**src/logic/pmic_defines.vh**
```
/*
 power mode and interrupt control: register offsets, field positions,
 reset values, vector table constants and timing counts.
 assumes inclusion by bare name from the design files.
*/
`ifndef PMIC_DEFINES_VH
`define PMIC_DEFINES_VH

// register byte addresses (word aligned on the bus)
`define PMIC_ADDR_STATUS 8'h00
`define PMIC_ADDR_IRQ_EN 8'h04
`define PMIC_ADDR_IRQ_FLAG 8'h08
`define PMIC_ADDR_MOD_EN 8'h0C
`define PMIC_ADDR_MODE 8'h10
`define PMIC_ADDR_VECTOR 8'h14
`define PMIC_ADDR_VTAB 8'h40

// status word field positions
`define PMIC_SR_CARRY 0
`define PMIC_SR_ZERO 1
`define PMIC_SR_NEG 2
`define PMIC_SR_GIE 3
`define PMIC_SR_CPU_HALT 4
`define PMIC_SR_OSC_STOP 5
`define PMIC_SR_SCG_LO 6
`define PMIC_SR_SCG_HI 7
`define PMIC_SR_USED_MASK 16'h01FF
`define PMIC_SR_RESET 16'h0000

// interrupt source bit positions in enable and flag registers
`define PMIC_SRC_NMI_PIN 0
`define PMIC_SRC_OSC_FAULT 1
`define PMIC_SRC_PIN0 2
`define PMIC_SRC_PIN1 3
`define PMIC_SRC_WDOG 4
`define PMIC_SRC_CONV 5
`define PMIC_SRC_TPORT 6
`define PMIC_SRC_BTIMER 7
`define PMIC_SRC_PINS27 8
`define PMIC_NSRC 9

// vector table: top 32 bytes of memory, priority n at 0FFE0h + 2n
`define PMIC_VTAB_BASE 16'hFFE0
`define PMIC_PRIO_RESET 4'hF
`define PMIC_PRIO_NMI 4'hE
`define PMIC_PRIO_PIN0 4'hD
`define PMIC_PRIO_PIN1 4'hC
`define PMIC_PRIO_WDOG 4'hA
`define PMIC_PRIO_CONV 4'h5
`define PMIC_PRIO_TPORT 4'h4
`define PMIC_PRIO_BTIMER 4'h1
`define PMIC_PRIO_PINS27 4'h0

// operating mode codes
`define PMIC_MODE_ACTIVE 3'h0
`define PMIC_MODE_LOW_POWER_MODE_0 3'h1
`define PMIC_MODE_LOW_POWER_MODE_1 3'h2
`define PMIC_MODE_LOW_POWER_MODE_2 3'h3
`define PMIC_MODE_LOW_POWER_MODE_3 3'h4
`define PMIC_MODE_LOW_POWER_MODE_4 3'h5

// watchdog: key in high byte of a write, timeout in microseconds
`define PMIC_WDOG_KEY 8'h5A
`define PMIC_WDOG_TIME_US 1000
`define PMIC_CLK_MHZ 100
`define PMIC_WDOG_CYCLES (`PMIC_WDOG_TIME_US * `PMIC_CLK_MHZ)

`endif

```
**src/logic/pmic_top.v**
```verilog
/*
 power mode and interrupt control: status word, operating modes and clock
 gating, flag/enable registers, priority arbitration and vector fetch.
 assumes a classic wishbone master on mclk and source event pulses that
 are already synchronous to mclk, except the nmi pin which is synchronised.
*/
`timescale 1ns/1ps
`include "pmic_defines.vh"
module pmic_top #(
    parameter NMOD = 8,
    parameter WDOG_CYCLES = `PMIC_WDOG_CYCLES
) (
    input wire mclk,
    input wire nrst,
    input wire wb_cyc_i,
    input wire wb_stb_i,
    input wire wb_we_i,
    input wire [7:0] wb_adr_i,
    input wire [3:0] wb_sel_i,
    input wire [31:0] wb_dat_i,
    output reg [31:0] wb_dat_o,
    output reg wb_ack_o,
    input wire nmi_pin,
    input wire osc_fault_evt,
    input wire pin0_evt,
    input wire pin1_evt,
    input wire conv_evt,
    input wire tport_req,
    input wire btimer_evt,
    input wire pins27_evt,
    input wire irq_ack,
    input wire return_from_interrupt,
    output reg cpu_run,
    output reg mclk_en,
    output reg fll_en,
    output reg dco_dc_en,
    output reg aclk_en,
    output reg [NMOD-1:0] mod_run,
    output reg irq_req,
    output reg [15:0] irq_vector,
    output reg reset_req
);

reg [15:0] sr_q;
reg [15:0] sr_saved_q;
reg [`PMIC_NSRC-1:0] ien_q;
reg [`PMIC_NSRC-1:0] ifg_q;
reg [NMOD-1:0] men_q;
reg [31:0] wdog_cnt_q;
reg wdog_rst_q;
reg nmi_s1_q;
reg nmi_s2_q;
reg nmi_s3_q;
reg [3:0] sel_prio_q;
reg in_isr_q;
reg vt_pend_q;

wire wb_req = wb_cyc_i & wb_stb_i & ~wb_ack_o;
wire wb_wr = wb_req & wb_we_i;
wire wb_rd = wb_req & ~wb_we_i;
wire vt_wr = wb_wr & (wb_adr_i >= `PMIC_ADDR_VTAB) & (wb_adr_i < 8'h80);
wire [3:0] vt_waddr = wb_adr_i[5:2];
wire [15:0] vt_rdata;

// mode code from the four control bits of the status word
function [2:0] mode_of;
    input [15:0] sr;
    begin
        if (!sr[`PMIC_SR_CPU_HALT]) begin
            mode_of = `PMIC_MODE_ACTIVE;
        end else if (sr[`PMIC_SR_OSC_STOP]) begin
            mode_of = `PMIC_MODE_LOW_POWER_MODE_4;
        end else if (sr[`PMIC_SR_SCG_HI] & sr[`PMIC_SR_SCG_LO]) begin
            mode_of = `PMIC_MODE_LOW_POWER_MODE_3;
        end else if (sr[`PMIC_SR_SCG_HI]) begin
            mode_of = `PMIC_MODE_LOW_POWER_MODE_2;
        end else if (sr[`PMIC_SR_SCG_LO]) begin
            mode_of = `PMIC_MODE_LOW_POWER_MODE_1;
        end else begin
            mode_of = `PMIC_MODE_LOW_POWER_MODE_0;
        end
    end
endfunction

// byte-lane merge of a 16-bit register write
function [15:0] merge16;
    input [15:0] old;
    input [31:0] dat;
    input [3:0] sel;
    begin
        merge16 = {sel[1] ? dat[15:8] : old[15:8], sel[0] ? dat[7:0] : old[7:0]};
    end
endfunction

// nmi pin synchronised, edge detected off second stage
always @(posedge mclk or negedge nrst) begin
    if (!nrst) begin
        nmi_s1_q <= 1'b0;
        nmi_s2_q <= 1'b0;
        nmi_s3_q <= 1'b0;
    end else begin
        nmi_s1_q <= nmi_pin;
        nmi_s2_q <= nmi_s1_q;
        nmi_s3_q <= nmi_s2_q;
    end
end

wire nmi_evt = nmi_s2_q & ~nmi_s3_q;

wire wdog_wr = wb_wr & (wb_adr_i == `PMIC_ADDR_MODE) & wb_sel_i[1];
wire wdog_bad = wdog_wr & (wb_dat_i[15:8] != `PMIC_WDOG_KEY);
wire wdog_ovf = (wdog_cnt_q == WDOG_CYCLES - 1);
always @(posedge mclk or negedge nrst) begin
    if (!nrst) begin
        wdog_cnt_q <= 32'h0;
        wdog_rst_q <= 1'b0;
    end else begin
        wdog_rst_q <= wdog_ovf | wdog_bad;
        if (wdog_wr | wdog_ovf) begin
            wdog_cnt_q <= 32'h0;
        end else begin
            wdog_cnt_q <= wdog_cnt_q + 32'h1;
        end
    end
end

// maskable gated by own and global enable
wire global_irq_enable = sr_q[`PMIC_SR_GIE];
wire [`PMIC_NSRC-1:0] acc;
assign acc[`PMIC_SRC_NMI_PIN] = ifg_q[`PMIC_SRC_NMI_PIN];
assign acc[`PMIC_SRC_OSC_FAULT] = ifg_q[`PMIC_SRC_OSC_FAULT] & ien_q[`PMIC_SRC_OSC_FAULT];
genvar gi;
generate
    for (gi = `PMIC_SRC_PIN0; gi < `PMIC_NSRC; gi = gi + 1) begin : g_mask
        // timer/port request is a level whose flags live outside
        assign acc[gi] = ((gi == `PMIC_SRC_TPORT) ? tport_req : ifg_q[gi]) & ien_q[gi] & global_irq_enable;
    end
endgenerate

// fixed priority chain, highest first; only assigned slots
reg [3:0] win_prio;
reg win_any;
always @* begin
    win_any = 1'b1;
    win_prio = `PMIC_PRIO_PINS27;
    if (acc[`PMIC_SRC_NMI_PIN] | acc[`PMIC_SRC_OSC_FAULT]) begin
        win_prio = `PMIC_PRIO_NMI;
    end else if (acc[`PMIC_SRC_PIN0]) begin
        win_prio = `PMIC_PRIO_PIN0;
    end else if (acc[`PMIC_SRC_PIN1]) begin
        win_prio = `PMIC_PRIO_PIN1;
    end else if (acc[`PMIC_SRC_WDOG]) begin
        win_prio = `PMIC_PRIO_WDOG;
    end else if (acc[`PMIC_SRC_CONV]) begin
        win_prio = `PMIC_PRIO_CONV;
    end else if (acc[`PMIC_SRC_TPORT]) begin
        win_prio = `PMIC_PRIO_TPORT;
    end else if (acc[`PMIC_SRC_BTIMER]) begin
        win_prio = `PMIC_PRIO_BTIMER;
    end else if (!acc[`PMIC_SRC_PINS27]) begin
        win_any = 1'b0;
    end
end

// vector table read; reset selects slot 15
// looked up one cycle early so the reset vector stands together with reset_req
wire [3:0] vt_raddr = (wdog_ovf | wdog_bad) ? `PMIC_PRIO_RESET : win_prio;

pmic_vtab_mem #(
    .DEPTH_LOG2(4),
    .WIDTH(16)
) u_vtab (
    .mclk(mclk),
    .wr_en(vt_wr),
    .wr_addr(vt_waddr),
    .wr_data(wb_dat_i[15:0]),
    .rd_addr(vt_raddr),
    .rd_data(vt_rdata)
);

// flag sources; set wins over software clear, timer/port flag is external
wire [15:0] ien_wr = merge16({7'h0, ien_q}, wb_dat_i, wb_sel_i);
wire [`PMIC_NSRC-1:0] set_v = {pins27_evt, btimer_evt, 1'b0, conv_evt, wdog_ovf | wdog_bad,
    pin1_evt, pin0_evt, osc_fault_evt, nmi_evt};
wire take = irq_req & irq_ack;

// status word, enables, flags, isr state
always @(posedge mclk or negedge nrst) begin
    if (!nrst) begin
        // oscillator-stop cleared so the oscillator starts
        sr_q <= `PMIC_SR_RESET;
        sr_saved_q <= `PMIC_SR_RESET;
        ien_q <= {`PMIC_NSRC{1'b0}};
        ifg_q <= {`PMIC_NSRC{1'b0}};
        men_q <= {NMOD{1'b0}};
        in_isr_q <= 1'b0;
        sel_prio_q <= 4'h0;
    end else begin
        // status word layout, upper bits reserved zero
        if (wb_wr & (wb_adr_i == `PMIC_ADDR_STATUS)) begin
            sr_q <= merge16(sr_q, wb_dat_i, wb_sel_i) & `PMIC_SR_USED_MASK;
        end else if (take) begin
            // save mode, wake to active, mask further maskables
            sr_saved_q <= sr_q;
            sr_q <= sr_q & ~16'h00F8;
        end else if (return_from_interrupt & in_isr_q) begin
            sr_q <= sr_saved_q;
        end
        if (take) begin
            in_isr_q <= 1'b1;
            sel_prio_q <= win_prio;
        end else if (return_from_interrupt) begin
            in_isr_q <= 1'b0;
        end
        if (wb_wr & (wb_adr_i == `PMIC_ADDR_IRQ_EN)) begin
            ien_q <= ien_wr[`PMIC_NSRC-1:0];
        end
        if (wb_wr & (wb_adr_i == `PMIC_ADDR_MOD_EN) & wb_sel_i[0]) begin
            men_q <= wb_dat_i[NMOD-1:0];
        end
        // write one to clear; event set in the same cycle wins
        ifg_q <= ((ifg_q & ~((wb_wr & (wb_adr_i == `PMIC_ADDR_IRQ_FLAG) & wb_sel_i[0])
            ? {1'b0, wb_dat_i[7:0]} : 9'h0)) | set_v) & 9'h1BF;
        if (wb_wr & (wb_adr_i == `PMIC_ADDR_IRQ_FLAG) & wb_sel_i[1] & wb_dat_i[8]) begin
            ifg_q[`PMIC_SRC_PINS27] <= pins27_evt;
        end
        // only the pin0 flag clears itself when serviced
        if (take & (win_prio == `PMIC_PRIO_PIN0)) begin
            ifg_q[`PMIC_SRC_PIN0] <= pin0_evt;
        end
    end
end

wire [2:0] mode = mode_of(sr_q);
always @(posedge mclk or negedge nrst) begin
    if (!nrst) begin
        cpu_run <= 1'b0;
        mclk_en <= 1'b0;
        fll_en <= 1'b0;
        dco_dc_en <= 1'b0;
        aclk_en <= 1'b0;
        mod_run <= {NMOD{1'b0}};
        irq_req <= 1'b0;
        irq_vector <= 16'h0;
        reset_req <= 1'b0;
        vt_pend_q <= 1'b0;
    end else begin
        cpu_run <= (mode == `PMIC_MODE_ACTIVE);
        mclk_en <= (mode == `PMIC_MODE_ACTIVE) | (mode == `PMIC_MODE_LOW_POWER_MODE_0) | (mode == `PMIC_MODE_LOW_POWER_MODE_1);
        fll_en <= (mode == `PMIC_MODE_ACTIVE) | (mode == `PMIC_MODE_LOW_POWER_MODE_0);
        dco_dc_en <= (mode != `PMIC_MODE_LOW_POWER_MODE_3) & (mode != `PMIC_MODE_LOW_POWER_MODE_4);
        aclk_en <= (mode != `PMIC_MODE_LOW_POWER_MODE_4);
        // module gating never blocks register access
        mod_run <= men_q;
        reset_req <= wdog_rst_q;
        // vector word and request both two cycles behind arbitration
        vt_pend_q <= win_any & ~in_isr_q & ~take;
        irq_req <= vt_pend_q & win_any & ~in_isr_q & ~take;
        irq_vector <= vt_rdata;
    end
end

// wishbone slave: one wait state, unmapped reads return zero
always @(posedge mclk or negedge nrst) begin
    if (!nrst) begin
        wb_ack_o <= 1'b0;
        wb_dat_o <= 32'h0;
    end else begin
        wb_ack_o <= wb_req;
        if (wb_rd) begin
            if (wb_adr_i == `PMIC_ADDR_STATUS) begin
                wb_dat_o <= {16'h0, sr_q};
            end else if (wb_adr_i == `PMIC_ADDR_IRQ_EN) begin
                wb_dat_o <= {23'h0, ien_q};
            end else if (wb_adr_i == `PMIC_ADDR_IRQ_FLAG) begin
                wb_dat_o <= {23'h0, ifg_q};
            end else if (wb_adr_i == `PMIC_ADDR_MOD_EN) begin
                wb_dat_o <= {{(32-NMOD){1'b0}}, men_q};
            end else if (wb_adr_i == `PMIC_ADDR_MODE) begin
                wb_dat_o <= {29'h0, mode};
            end else if (wb_adr_i == `PMIC_ADDR_VECTOR) begin
                wb_dat_o <= {11'h0, in_isr_q, sel_prio_q, irq_vector};
            end else begin
                wb_dat_o <= 32'h0;
            end
        end
    end
end

endmodule

```
**src/logic/pmic_vtab_mem.v**
```verilog
/*
 vector table memory: sixteen 16-bit entries, registered read data.
 assumes one clock; write and read ports are independent.
*/
`timescale 1ns/1ps
module pmic_vtab_mem #(
    parameter DEPTH_LOG2 = 4,
    parameter WIDTH = 16
) (
    input wire mclk,
    input wire wr_en,
    input wire [DEPTH_LOG2-1:0] wr_addr,
    input wire [WIDTH-1:0] wr_data,
    input wire [DEPTH_LOG2-1:0] rd_addr,
    output reg [WIDTH-1:0] rd_data
);

reg [WIDTH-1:0] mem [0:(1<<DEPTH_LOG2)-1];

// no reset on the array; software loads the table before enabling sources
always @(posedge mclk) begin
    if (wr_en) begin
        mem[wr_addr] <= wr_data;
    end
    rd_data <= mem[rd_addr];
end

endmodule

```
**config.mk**
```make
export PLATFORM = sky130hd
export DESIGN_NAME = pmic_top
export DESIGN_NICKNAME = d
export VERILOG_FILES = /design/src/logic/pmic_top.v /design/src/logic/pmic_vtab_mem.v
export VERILOG_INCLUDE_DIRS = /design/src /design/src/logic
export SDC_FILE = /design/constraint.sdc
export NUM_CORES = 1
export LEC_CHECK = 0
export CORE_ASPECT_RATIO = 0.8
export CORE_MARGIN = 3
export CORE_UTILIZATION = 32
export CTS_BUF_LIST = sky130_fd_sc_hd__clkbuf_8
export DETAILED_ROUTE_END_ITERATION = 8
export DONT_BUFFER_PORTS = 1
export HOLD_SLACK_MARGIN = 0.02
export PLACE_DENSITY = 0.46
export SLEW_MARGIN = 10
export SYNTH_ARGS = -nofsm -noshare
export SYNTH_HDL_FRONTEND = slang
export SYNTH_SLANG_ARGS = --single-unit
```
**constraint.sdc**
```tcl
create_clock -name mclk -period 3.1 [get_ports mclk]
set_input_delay 0.155 -clock mclk [delete_from_list [all_inputs] [get_ports mclk]]
set_output_delay 0.155 -clock mclk [all_outputs]
set_load 0.005 [all_outputs]
```
==> summary.txt <==
Detailed routing
  • Vias post-DR: 9,735
  • ANT nets after route: 0
  • Drt initial violations: 618
  • First-pass DRT Iterations: 5
  • Total wire length: approximately 44,000 µm
  • WL/cell: about 23 µm
  • DR DRC count: 0
  • Vias/cell: 5.181

Power
  • Total power: 10,770 µW
  • Static Leakage: approximately 0.0067 µW
  • Max VDD drop: 420.7 µV
  • PD cells: 610.2 nW/µm²

Clock tree
  • CTS-repair resized insts: 0
  • Clock-pin slew on the worst setup and hold paths: 0.06 ns
  • CTS Hold Bufs: 41
  • CTS tree: built
  • Clock Root Buffer: clkbuf_8
  • CTS Buffer Depth: 3
  • Num CTS Buffers: 59
  • H-Tree Depth: 2
  • Worst-skew pair later-pin latency: 0.63 ns
  • CTS Sinks: between 300 and 400
  • Setup bufs post-CTS: 0

Status
  • Run status: finished with violations
  • Failing checks: negative hold slack

GRT
  • First-pass GRT wire length: 64,780 µm
  • All-Layer GR Usage: 17.22%
  • Vias in the first global route: around 9.5k
  • Total gr overflow: 0
  • Initial antenna violation count: 4
  • Largest net degree at the start of global routing: 153

STA
  • RSZ-0062 raised after global routing: false
  • Worst-margin pin slew: ~1.1 ns
  • Max frequency: 353.9 MHz
  • Setup violators final: 0
  • Max-slew headroom: a little over a quarter
  • Clk_skew: 0.01989 ns
  • Max-slew violation count: 0
  • Minimum clock period: 2.825 ns
  • Setup TNS: 0 ns
  • Hold Slack: -0.7660 ns
  • Tcrit/Tclk final: 91.14%
  • Worst Slack Setup Final: 0.2745 ns
  • Final hold violation count: 152

Worst setup path
  • CP required: roughly 3.6 ns
  • Arrival time worst endpoint: 3.33 ns
  • Worst reg2reg endpoint: u_vtab.rd_data[7]$_DFF_P_
  • Buf/Inv on CP: 1
  • Crit path max-delay family: compound AO/OA/AOI/OAI gates
  • Worst r2r src: ien_q[4]$_DFFE_PN0P_
  • CP Depth: 8
  • Depth of the most critical reg-to-reg path: 8
  • Slowest stage cell on the critical path: dfrtp_1
  • Crit path from: ien_q[4]$_DFFE_PN0P_
  • CP Capture Point: u_vtab.rd_data[7]$_DFF_P_
  • Crit path largest cell delay: 0.46 ns
  • Worst-path fanout max: 12
  • Crit start category: flip-flop
  • Setup CP Type: flip-flop to flip-flop
  • Critical-path cell list: a22o_1 > a21oi_1 > nand3_1 > buf_4 > mux2_2 > a221oi_1 > nor3_1 > a221o_1
  • Crit. End Element: flip-flop
  • R2R Setup Slk: 0.27 ns

Final layout
  • Fill cells: 4,416
  • Share of layout cells above drive strength 1: 17.69%
  • Area Overhead vs Synth: 16.73%
  • Nets: 1,280

Synthesis
  • Cells after Synth: 1,129
  • Post-synth cell types: 61
  • Synthesized area: around 15,000 µm²
  • Synth warn: 0
  • Asr flop ratio synth: 40.43%
  • Area contributors post-synth: edfxtp_1 (41%), dfrtp_1 (25%), mux2_2 (4.9%)
  • Post-synth top cells: edfxtp_1 (208), dfrtp_1 (152), nand2_1 (100), nor2_1 (96), mux2_2 (66)
  • Yosys top cell by area: edfxtp_1
  • Seq cells post-synth: about 380
  • EDFF count, synth: about 210
  • Seq/Total Area, Yosys: 68.60%
  • Share of the synthesized area in the top cell type: 41.32%
  • Post-synthesis average cell area: 13.39 µm²
  • Most frequent cell after synthesis: edfxtp_1
  • Top_reg_cell synth: edfxtp_1

Floorplanning
  • Initial core utilization: between 30% and 40%
  • Core region area: between 40,000 and 50,000 µm²
  • Io pins: ~120
  • Die W: 249.0 µm
  • Number of core rows: 70
  • Die area: 49,900 µm²
  • Die Y-Extent: 200.4 µm

Placement
  • Input/output buffers: 0
  • GP Congestion: around 0.80
  • Worst slack at placement: 0.2595 ns
  • DP Wirelength: 26,710 µm

Flow run
  • Max-capacitance violation count: 0

Min path
  • Worst Hold Class: primary input to async pin
## worst register-to-register path: stages (launching register included)
cell and delay, ns:
dfrtp_1 0.46, a22o_1 0.28, a21oi_1 0.17, nand3_1 0.44, buf_4 0.41, mux2_2 0.30, a221oi_1 0.30, nor3_1 0.08
a221o_1 0.27
## logic make-up after synthesis
| group | Yosys count | synth area share [%] |
|---|---|---|
| compound gates | 240 | 11.26 |
| xor+xnor | 26 | 1.507 |
| fa+ha+maj | 4 | 0.3311 |
| buf+inv | 89 | 2.732 |
| flops | 376 | 68.60 |
| mux | 72 | 5.645 |
| other cells | 1 | 0.02481 |
| simple gates | 321 | 9.900 |
## report_power, final
part	internal [µW]	leakage, µW	total [µW]	switching [µW]
Combinational	305	0.00206	742	437
Clock	2330	0.000704	4330	2000
Sequential	5500	0.00392	5690	197
Total	8130	0.00669	10800	2630
## registers in the layout, summed over array words and instances, names as in the netlist, 4 cells and up
register / count
u_vtab.mem: 208
wdog_cnt_q: 32
wb_dat_o: 21
irq_vector: 16
sr_q: 16
sr_saved_q: 16
u_vtab.rd_data: 16
ien_q: 9
ifg_q: 8
men_q: 8
mod_run: 8
sel_prio_q: 4
## cells in the final DEF (no fill, tap or decap), types with 34 or more instances in the layout
cell type / Yosys / final
edfxtp_1: 208 / 208
dfrtp_1: 152 / 152
nand2_1: 100 / 100
nor2_1: 96 / 95
clkbuf_8: 0 / 68
mux2_2: 66 / 66
a21oi_1: 61 / 61
buf_4: 11 / 52
a221oi_1: 43 / 43
dlygate4sd3_1: 0 / 41
o21ai_0: 34 / 34
## layer usage
layer	wire length, µm	global-route usage, %
met1	22480	27.44
met2	17420	23.50
met3	3144	4.141
met4	575	3.438
met5	20	0
## metrics by stage
stage,util [%],area [µm²],instances,hold WS [ns]
global route,38.23,17640,1879,-0.8316
floorplan,-,15150,1139,-0.1406
detailed placement,34.70,16010,1727,-0.1369
global placement,34.70,16010,1727,-0.1370
finish,38.23,17640,1879,-0.7660
CTS,38.22,17640,1878,-0.8290
## how the worst min path moves through the flow
stage               from                  endpoint  cells past startpoint
floorplan           nrst         aclk_en$_DFF_PN0_                      0
global placement    nrst  wdog_cnt_q[24]$_DFF_PN0_                      0
detailed placement  nrst  wdog_cnt_q[21]$_DFF_PN0_                      0
CTS                 nrst  wdog_cnt_q[17]$_DFF_PN0_                      0
global route        nrst      wdog_rst_q$_DFF_PN0_                      0
finish              nrst  wdog_cnt_q[21]$_DFF_PN0_                      0
## area by class of cell
cell class,instances,area [µm²],area share [%]
antenna,1,2.502,0.01418
sequential,376,10370,58.77
clock buffer,68,935.9,5.304
tap,612,765.7,4.340
multi-input combinational,674,4407,24.98
clock inverter,42,281.5,1.596
timing repair buffer,95,840.8,4.765
inverter,11,41.29,0.2340
Note: power is estimated with default switching activity, not from simulation.
